### src/hdl/mode_select_regs.svh
// register offsets, field positions, reset values and timing for the mode-select bank
`ifndef MODE_SELECT_REGS_SVH
`define MODE_SELECT_REGS_SVH

`define OPMODE_SEL_ADDR      8'h03
`define BCMODE_SEL_ADDR      8'h04

`define OPMODE_RSVD7_BIT     7
`define OPMODE_STRAP6_BIT    6
`define OPMODE_RSVD5_BIT     5
`define OPMODE_OVERRIDE_BIT  4
`define OPMODE_LATCHED_BIT   3
`define OPMODE_FIELD_MSB     2

`define BCMODE_RSVD_MSB      7
`define BCMODE_RSVD_LSB      3
`define BCMODE_RAW10_BIT     2
`define BCMODE_RAW12_BIT     1
`define BCMODE_BLOCK_BIT     0

`define OPMODE_RESET         8'h00
`define BCMODE_RESET         8'h00

// strap settle time before the mode is considered latched
`define MODE_SETTLE_NS       200
`define CLK_PERIOD_NS        40
`define MODE_SETTLE_CYCLES   ((`MODE_SETTLE_NS + `CLK_PERIOD_NS - 1) / `CLK_PERIOD_NS)

`endif

### src/hdl/mode_select_pkg.sv
// types shared by the mode-select bank
package mode_select_pkg;

  typedef enum logic [2:0] {
    MODE_CSI_SYNC      = 3'h0,
    MODE_RESERVED      = 3'h1,
    MODE_CSI_NSYNC_EXT = 3'h2,
    MODE_CSI_NSYNC_AON = 3'h3,
    MODE_PV_EXT_CLK    = 3'h5
  } op_mode_t;

  typedef enum logic [1:0] {
    LATCH_IDLE   = 2'h0,
    LATCH_SETTLE = 2'h1,
    LATCH_DONE   = 2'h3
  } latch_state_t;

endpackage

### src/hdl/mode_reg_if.sv
// effective-mode and one-hot select carrier between the bank and its mode decoder
`timescale 1ns/1ns
`default_nettype none
interface mode_reg_if;
  logic [2:0] eff_mode;
  logic       sel_csi_sync;
  logic       sel_csi_nsync_ext;
  logic       sel_csi_nsync_aon;
  logic       sel_parallel_video;
  modport bank (output eff_mode, input sel_csi_sync, sel_csi_nsync_ext,
                sel_csi_nsync_aon, sel_parallel_video);
  modport dec (input eff_mode, output sel_csi_sync, sel_csi_nsync_ext,
               sel_csi_nsync_aon, sel_parallel_video);
endinterface
`default_nettype wire

### src/hdl/mode_decoder.sv
// decodes the effective mode into one-hot selects
`timescale 1ns/1ns
`default_nettype none
module mode_decoder
  import mode_select_pkg::*;
(
  input  wire logic core_clk_i,
  input  wire logic rstn_i,
  mode_reg_if.dec   mif
);

  logic [3:0] sel;
  logic [3:0] next_sel;

  always_comb
  begin
    next_sel = 4'h0;
    unique case (op_mode_t'(mif.eff_mode))
      MODE_CSI_SYNC:      next_sel = 4'h1;
      MODE_CSI_NSYNC_EXT: next_sel = 4'h2;
      MODE_CSI_NSYNC_AON: next_sel = 4'h4;
      MODE_PV_EXT_CLK:    next_sel = 4'h8;
      default:            next_sel = 4'h0;
    endcase
  end

  always_ff @(posedge core_clk_i or negedge rstn_i)
  begin
    if (!rstn_i)
      sel <= 4'h0;
    else
      sel <= next_sel;
  end

  assign mif.sel_csi_sync       = sel[0];
  assign mif.sel_csi_nsync_ext  = sel[1];
  assign mif.sel_csi_nsync_aon  = sel[2];
  assign mif.sel_parallel_video = sel[3];

  a_decode_pv : assert property (@(posedge core_clk_i) disable iff (!rstn_i)
    mif.eff_mode == 3'h5 |=> mif.sel_parallel_video)
    else $error("parallel video mode not decoded");
  a_decode_sync : assert property (@(posedge core_clk_i) disable iff (!rstn_i)
    mif.eff_mode == 3'h0 |=> mif.sel_csi_sync && !mif.sel_parallel_video)
    else $error("synchronous mode not decoded");

endmodule // mode_decoder
`default_nettype wire

### src/hdl/serializer_mode_select.sv
// mode-select and back-channel sub-mode register bank
`timescale 1ns/1ns
`default_nettype none
`include "mode_select_regs.svh"

// Overview of operation
// with override clear the mode comes from the strap pin, with it set from the register field.
// with override clear the mode field ignores writes and reads the mode in effect.
// with override set the mode field takes writes and the value becomes the operating mode.
// the strapped mode is captured on every low-to-high edge of the power-down input.
// a read-only latched flag in bit 3 is 0 after reset and 1 once the mode has settled.
// mode codes 000, 010, 011 and 101 select the four documented operating modes.
// software must never write the reserved code 001 into the mode field.
// receive lock loads the raw10 sub-mode bit unless auto-load is blocked.
// receive lock loads the raw12 sub-mode bit unless auto-load is blocked.
// software writing a sub-mode bit must also set the auto-load block bit.
// while the block bit is set the control channel cannot change the sub-mode bits.
// strap-derived fields take their reset value from the straps sampled at start-up; the code resets them to 0 and loads the straps after the settle.
// the effective mode is a mux of register and latched strap and is what reads back.
module serializer_mode_select
  import mode_select_pkg::*;
(
  input  wire logic       core_clk_i,
  input  wire logic       rstn_i,
  input  wire logic [2:0] strap_mode_i,
  input  wire logic       strap_rsvd_i,
  input  wire logic       power_down_input_i,
  input  wire logic       rx_lock_i,
  input  wire logic       bc_raw10_i,
  input  wire logic       bc_raw12_i,
  input  wire logic       reg_wr_i,
  input  wire logic       reg_rd_i,
  input  wire logic [7:0] reg_addr_i,
  input  wire logic [7:0] reg_wdata_i,
  output logic      [7:0] reg_rdata_o,
  output logic      [2:0] op_mode_o,
  output logic            mode_latched_o,
  output logic            raw10_parallel_submode_o,
  output logic            raw12_parallel_submode_o,
  output logic            sel_csi_sync_o,
  output logic            sel_csi_nsync_ext_o,
  output logic            sel_csi_nsync_aon_o,
  output logic            sel_parallel_video_o
);

  localparam logic [3:0] SETTLE_CNT = 4'(`MODE_SETTLE_CYCLES);

  // pin synchronisers
  logic [2:0] strap_meta, strap_sync;
  logic       rsvd_meta, rsvd_sync;
  logic       pdn_meta, pdn_sync, pdn_prev;
  logic       lock_meta, lock_sync, lock_prev;

  always_ff @(posedge core_clk_i or negedge rstn_i)
  begin
    if (!rstn_i)
    begin
      strap_meta <= 3'h0;
      strap_sync <= 3'h0;
      rsvd_meta  <= 1'b0;
      rsvd_sync  <= 1'b0;
      pdn_meta   <= 1'b0;
      pdn_sync   <= 1'b0;
      pdn_prev   <= 1'b0;
      lock_meta  <= 1'b0;
      lock_sync  <= 1'b0;
      lock_prev  <= 1'b0;
    end
    else
    begin
      strap_meta <= strap_mode_i;
      strap_sync <= strap_meta;
      rsvd_meta  <= strap_rsvd_i;
      rsvd_sync  <= rsvd_meta;
      pdn_meta   <= power_down_input_i;
      pdn_sync   <= pdn_meta;
      pdn_prev   <= pdn_sync;
      lock_meta  <= rx_lock_i;
      lock_sync  <= lock_meta;
      lock_prev  <= lock_sync;
    end
  end

  logic pdn_rise;
  logic lock_rise;
  assign pdn_rise  = pdn_sync & ~pdn_prev;
  assign lock_rise = lock_sync & ~lock_prev;

  // register state
  logic         strap_override_select;
  logic [2:0]   reg_mode;
  logic [2:0]   strap_latched;
  logic         strap_rsvd;
  logic [1:0]   op_rsvd;
  logic         raw10_parallel_submode;
  logic         raw12_parallel_submode;
  logic         submode_autoload_block;
  logic [4:0]   bc_rsvd;
  latch_state_t latch_state;
  logic [3:0]   settle_cnt;

  logic         next_strap_override_select;
  logic [2:0]   next_reg_mode;
  logic [2:0]   next_strap_latched;
  logic         next_strap_rsvd;
  logic [1:0]   next_op_rsvd;
  logic         next_raw10_parallel_submode;
  logic         next_raw12_parallel_submode;
  logic         next_submode_autoload_block;
  logic [4:0]   next_bc_rsvd;
  latch_state_t next_latch_state;
  logic [3:0]   next_settle_cnt;
  logic [7:0]   next_rdata;

  logic [2:0]   eff_mode;
  logic         wr_op, wr_bc;
  assign wr_op = reg_wr_i && (reg_addr_i == `OPMODE_SEL_ADDR);
  assign wr_bc = reg_wr_i && (reg_addr_i == `BCMODE_SEL_ADDR);

  assign eff_mode = strap_override_select ? reg_mode : strap_latched;

  function automatic logic [7:0] read_mux(input logic [7:0] addr);
    logic [7:0] val;
    val = 8'h00;
    if (addr == `OPMODE_SEL_ADDR)
      val = {op_rsvd[1], strap_rsvd, op_rsvd[0], strap_override_select,
             latch_state == LATCH_DONE, eff_mode};
    else if (addr == `BCMODE_SEL_ADDR)
      val = {bc_rsvd, raw10_parallel_submode, raw12_parallel_submode,
             submode_autoload_block};
    return val;
  endfunction

  always_comb
  begin
    next_strap_override_select  = strap_override_select;
    next_reg_mode               = reg_mode;
    next_strap_latched          = strap_latched;
    next_strap_rsvd             = strap_rsvd;
    next_op_rsvd                = op_rsvd;
    next_raw10_parallel_submode = raw10_parallel_submode;
    next_raw12_parallel_submode = raw12_parallel_submode;
    next_submode_autoload_block = submode_autoload_block;
    next_bc_rsvd                = bc_rsvd;
    next_latch_state            = latch_state;
    next_settle_cnt             = settle_cnt;
    next_rdata                  = reg_rdata_o;

    // strap capture on power-down release, including the start-up one
    unique case (latch_state)
      LATCH_IDLE:
      begin
        if (pdn_rise)
        begin
          next_latch_state = LATCH_SETTLE;
          next_settle_cnt  = SETTLE_CNT;
        end
      end
      LATCH_SETTLE:
      begin
        if (!pdn_sync)
          next_latch_state = LATCH_IDLE;
        else if (settle_cnt == 4'h1)
        begin
          next_strap_latched = strap_sync;
          next_strap_rsvd    = rsvd_sync;
          next_latch_state   = LATCH_DONE;
        end
        else
          next_settle_cnt = settle_cnt - 4'h1;
      end
      LATCH_DONE:
      begin
        if (!pdn_sync)
          next_latch_state = LATCH_IDLE;
      end
      default: next_latch_state = LATCH_IDLE;
    endcase

    if (wr_op)
    begin
      next_strap_override_select = reg_wdata_i[`OPMODE_OVERRIDE_BIT];
      next_op_rsvd = {reg_wdata_i[`OPMODE_RSVD7_BIT], reg_wdata_i[`OPMODE_RSVD5_BIT]};
      if (strap_override_select || reg_wdata_i[`OPMODE_OVERRIDE_BIT])
        next_reg_mode = reg_wdata_i[`OPMODE_FIELD_MSB:0];
    end

    // lock-driven auto-load, blocked while the block bit is set
    if (lock_rise && !submode_autoload_block)
    begin
      next_raw10_parallel_submode = bc_raw10_i;
      next_raw12_parallel_submode = bc_raw12_i;
    end

    if (wr_bc)
    begin
      next_bc_rsvd = reg_wdata_i[`BCMODE_RSVD_MSB:`BCMODE_RSVD_LSB];
      next_raw10_parallel_submode = reg_wdata_i[`BCMODE_RAW10_BIT];
      next_raw12_parallel_submode = reg_wdata_i[`BCMODE_RAW12_BIT];
      next_submode_autoload_block = reg_wdata_i[`BCMODE_BLOCK_BIT];
    end

    if (reg_rd_i)
      next_rdata = read_mux(reg_addr_i);
  end

  always_ff @(posedge core_clk_i or negedge rstn_i)
  begin
    if (!rstn_i)
    begin
      strap_override_select  <= 1'b0;
      reg_mode               <= 3'h0;
      strap_latched          <= 3'h0;
      strap_rsvd             <= 1'b0;
      op_rsvd                <= 2'h0;
      raw10_parallel_submode <= 1'b0;
      raw12_parallel_submode <= 1'b0;
      submode_autoload_block <= 1'b0;
      bc_rsvd                <= 5'h00;
      latch_state            <= LATCH_IDLE;
      settle_cnt             <= 4'h0;
      reg_rdata_o            <= 8'h00;
    end
    else
    begin
      strap_override_select  <= next_strap_override_select;
      reg_mode               <= next_reg_mode;
      strap_latched          <= next_strap_latched;
      strap_rsvd             <= next_strap_rsvd;
      op_rsvd                <= next_op_rsvd;
      raw10_parallel_submode <= next_raw10_parallel_submode;
      raw12_parallel_submode <= next_raw12_parallel_submode;
      submode_autoload_block <= next_submode_autoload_block;
      bc_rsvd                <= next_bc_rsvd;
      latch_state            <= next_latch_state;
      settle_cnt             <= next_settle_cnt;
      reg_rdata_o            <= next_rdata;
    end
  end

  mode_reg_if mif ();
  assign mif.eff_mode = eff_mode;

  mode_decoder u_decoder (
    .core_clk_i (core_clk_i),
    .rstn_i     (rstn_i),
    .mif        (mif)
  );

  assign op_mode_o                = eff_mode;
  assign mode_latched_o           = (latch_state == LATCH_DONE);
  assign raw10_parallel_submode_o = raw10_parallel_submode;
  assign raw12_parallel_submode_o = raw12_parallel_submode;
  assign sel_csi_sync_o           = mif.sel_csi_sync;
  assign sel_csi_nsync_ext_o      = mif.sel_csi_nsync_ext;
  assign sel_csi_nsync_aon_o      = mif.sel_csi_nsync_aon;
  assign sel_parallel_video_o     = mif.sel_parallel_video;

  a_mode_from_strap : assert property (@(posedge core_clk_i) disable iff (!rstn_i)
    !strap_override_select |-> op_mode_o == strap_latched)
    else $error("mode not taken from strap");
  a_mode_write_ignored : assert property (@(posedge core_clk_i) disable iff (!rstn_i)
    wr_op && !strap_override_select && !reg_wdata_i[4] |=> $stable(reg_mode))
    else $error("mode field took a write while not overridden");
  a_mode_write_taken : assert property (@(posedge core_clk_i) disable iff (!rstn_i)
    wr_op && reg_wdata_i[4] |=> op_mode_o == $past(reg_wdata_i[2:0]))
    else $error("override write did not set mode");
  a_strap_capture : assert property (@(posedge core_clk_i) disable iff (!rstn_i)
    $rose(mode_latched_o) |-> strap_latched == $past(strap_sync))
    else $error("strap not captured");
  a_latched_settle : assert property (@(posedge core_clk_i) disable iff (!rstn_i)
    pdn_rise |-> !mode_latched_o [*5])
    else $error("latched flag set before settle time");
  a_autoload_lock : assert property (@(posedge core_clk_i) disable iff (!rstn_i)
    lock_rise && !submode_autoload_block && !wr_bc
      |=> raw10_parallel_submode == $past(bc_raw10_i)
       && raw12_parallel_submode == $past(bc_raw12_i))
    else $error("sub-mode not loaded on lock");
  a_autoload_block : assert property (@(posedge core_clk_i) disable iff (!rstn_i)
    submode_autoload_block && !wr_bc
      |=> $stable(raw10_parallel_submode) && $stable(raw12_parallel_submode))
    else $error("sub-mode changed while blocked");
  a_readback_eff : assert property (@(posedge core_clk_i) disable iff (!rstn_i)
    reg_rd_i && reg_addr_i == 8'h03 |=> reg_rdata_o[2:0] == $past(op_mode_o))
    else $error("mode readback differs from effective mode");

endmodule // serializer_mode_select
`default_nettype wire

### config.mk
export PLATFORM = sky130hd
export DESIGN_NAME = serializer_mode_select
export DESIGN_NICKNAME = d
export VERILOG_FILES = /design/src/hdl/mode_select_pkg.sv /design/src/hdl/mode_reg_if.sv /design/src/hdl/mode_decoder.sv /design/src/hdl/serializer_mode_select.sv
export VERILOG_INCLUDE_DIRS = /design/src /design/src/hdl
export SDC_FILE = /design/constraint.sdc
export NUM_CORES = 1
export LEC_CHECK = 0
export BUFFER_PORTS_ARGS = -buffer_cell sky130_fd_sc_hd__buf_2
export CAP_MARGIN = 20
export CORE_MARGIN = 2
export CORE_UTILIZATION = 52
export DETAILED_ROUTE_END_ITERATION = 10
export PLACE_DENSITY = 0.8
export SYNTH_ARGS = -nofsm -noshare
export SYNTH_HDL_FRONTEND = slang
export SYNTH_SLANG_ARGS = --single-unit
### constraint.sdc
create_clock -name core_clk_i -period 2.3 [get_ports core_clk_i]
set_input_delay 0.115 -clock core_clk_i [delete_from_list [all_inputs] [get_ports core_clk_i]]
set_output_delay 0.115 -clock core_clk_i [all_outputs]
set_load 0.02 [all_outputs]
==> results.ini <==
[placed_design]
dp_slack_ns = 0.189
gp_congestion = 0.745
port_buffers = 45
place_area_um2 = 2270
dp.final_hpwl_mm = 2.65
dp.cells = 234

[finish]
antenna_cells = 0
final_cell_area_um2 = 2450
drive_above_1_share = 0.388
final_cells = 249
postLayoutCoreUtil = 0.668
area.growth.synth_to_final_pct = 23.7
nets = 230

[yosys]
yosysWarnings = 0
synth_top_family_by_area = multiplexers
yosys.area_share.simple = 0.139
syn_nets = 171
yosysUniqueCellTypes = 28
ys_top_cells_by_area = dfrtp_1 (63%), mux2_2 (10%), a221o_1 (4.0%), nor2b_1 (2.5%), mux2_4 (2.3%)
synth_cells = 141
seq_area_frac_synth = 0.633
synth-xor-area-share = 0
synthesis.area_um2 = 1980
synth_adder_area_share = 0.0127
synth_seq_cells = 50
syn_area_per_cell_um2 = 14.0
synthMuxAreaShare = 0.145
synth_compound_area_frac = 0.0531
yosys.area.top_type_share = 0.633
synth_top_area_cell = dfrtp_1

[critical_path]
crit_path_end_kind = register
timing.rr.start = settle_cnt[1]
start_kind = register
arrival_ns = 2.27
crit_required_ns = 2.48
rrSetupSlack_ns = 0.21
cp_max_fo = 4
critical_path.slowest_cell = nor3b_1
critPathBufInv = 1
path_delay_family = simple AND/OR/NAND/NOR gates
worstPathCellList = inv_1 > ha_1 > nor3b_1 > nor3b_1 > mux2_2
worstSetupPathType = reg -> reg
cp_common_cell = nor3b_1
slowest_delay_ns = 0.55
rr_worst_depth = 5
worstReg2RegEnd = strap_rsvd

[sta]
hold_viol = 0
tns_ns = 0
worst_pin_slew_ns = 0.599
rsz0062_at_grt = false
setup_viol_count_final = 0
holdWs_ns = 0.0572
setup_slack_ns = 0.208
slew_violations = 0
finalCriticalPeriod_ns = 2.09
fin_worst_skew_ns = 0.00672
fmax_mhz = 478
slew_headroom = 0.601
fin_crit_sh = 0.910

[clock_network]
cts_tree = yes
h-tree-depth = 2
cts_post_setup_buffers_inserted = 0
clk_latency_ns = 0.29
numClockSinks = 50
root_buffer = clkbuf_8
cts_resized = 0
ctsHoldBuffers = 7
numCtsBuffers = 5
cts_buffer_depth = 2
clk_pin_slew_ns = 0.08

[drt]
ant_nets = 0
viasPerCell = 5.44
routed_wl_mm = 3.79
dr.pass1.iters = 4
drt_iter0_markers = 79
remaining_drc_errors = 0
wl_per_cell_um = 15.2
vias = 1355

[grt]
grt_max_degree = 51
grtUsageTotal = 0.196
grt_overflow = 0
grt_pass1_vias = 1375
antenna_found_initial = 0
grt_pass1_wl_mm = 6.24

[min_path]
hold_end = bc_rsvd[0]
min_path_cells = 2
hold_class = in -> reg
worstHoldStart = reg_wdata_i[3]

[power_and_ir_drop]
peakVddDrop_uv = 463
p_leak_nw = 1.24
p_total_mw = 2.09
p_per_area_nw_per_um2 = 852

[floorplan]
core-area_um2 = 3660
start_util = 0.540
dieArea_um2 = 4310
pin_count = 46
die_w_um = 65.7
rows = 22
die_h_um = 65.7

[flow_run]
drv_cap = 0

[outcome]
status = finished clean

[cells in the final DEF (no fill, tap or decap), types with 4 or more instances in the layout]
cell type / n
a221o_1: 8
buf_2: 45
clkbuf_8: 5
dfrtp_1: 50
dlygate4sd3_1: 7
inv_1: 7
mux2_2: 18
mux2i_1: 4
nand2_1: 4
nor2_1: 4
nor2b_1: 8
nor3_1: 4
nor4_1: 6
[state kept, by name (all words and copies together), names as in the netlist, 2 cells and up]
| name | flops |
|---|---|
| settle_cnt | 4 |
| reg_rdata_o | 8 |
| op_rsvd | 2 |
| strap_sync | 3 |
| u_decoder.sel | 4 |
| strap_latched | 3 |
| strap_meta | 3 |
| reg_mode | 3 |
| latch_state | 2 |
| bc_rsvd | 5 |
[metal layers]
layer | up-vias | wire, um | global-route usage
li1 | 628 | - | -
met1 | 671 | 1590 | 0.242
met2 | 50 | 1900 | 0.331
met3 | 6 | 241 | 0.0479
met4 | 0 | 61 | 0.0781
met5 | - | 0 | 0
[cell usage after synthesis]
cell type / instances
nor4b_1: 1
or4bb_4: 1
inv_1: 7
or4b_2: 1
nor2b_1: 8
o21ai_0: 2
o31ai_1: 1
nor4bb_1: 1
nor3_1: 4
or3_1: 2
ha_1: 2
and2_1: 2
nand2b_1: 2
and3_1: 1
or3_4: 1
nor3b_1: 3
or4_4: 1
nor4_1: 6
mux2i_1: 4
mux2_2: 18
a221o_1: 8
mux2_4: 3
nand2_1: 4
nor2_1: 4
a21o_1: 1
clkbuf_1: 2
dfrtp_1: 50
nand3_1: 1
[how the worst max path moves through the flow]
stage | from | end | slack, ns | cells after the start
after detailed placement | settle_cnt[1] | strap_latched[0] | 0.19 | 5
after CTS | settle_cnt[1] | strap_rsvd | 0.18 | 5
after global placement | settle_cnt[1] | strap_rsvd | 0.36 | 5
after floorplan | settle_cnt[1] | strap_latched[0] | 0.47 | 5
final | settle_cnt[1] | strap_rsvd | 0.21 | 5
after global routing | settle_cnt[1] | strap_rsvd | 0.006 | 5
[layout make-up]
type,instances,area (um^2)
Clock buffer,7,76.3
Clock inverter,1,30.0
Fill cell,293,1210
Inverter,7,26.3
Multi-Input combinational cell,82,693
Sequential cell,50,1250
Tap cell,48,60.1
Timing Repair Buffer,54,310
[where the power goes]
group          switching (mW)  internal, mW
Clock                   0.253         0.325
Sequential             0.0779         0.992
Combinational           0.249         0.190
[kinds of logic (layout without fill, tap and decap cells)]
kind of cell,Yosys count,count (layout)
DFF,50,50
AOI/OAI and AO/OA,12,12
muxes,25,25
buffers and inverters,9,69
and+or+nand+nor,43,43
adders and majority gates,2,2
(Power assumes the default switching activity.)
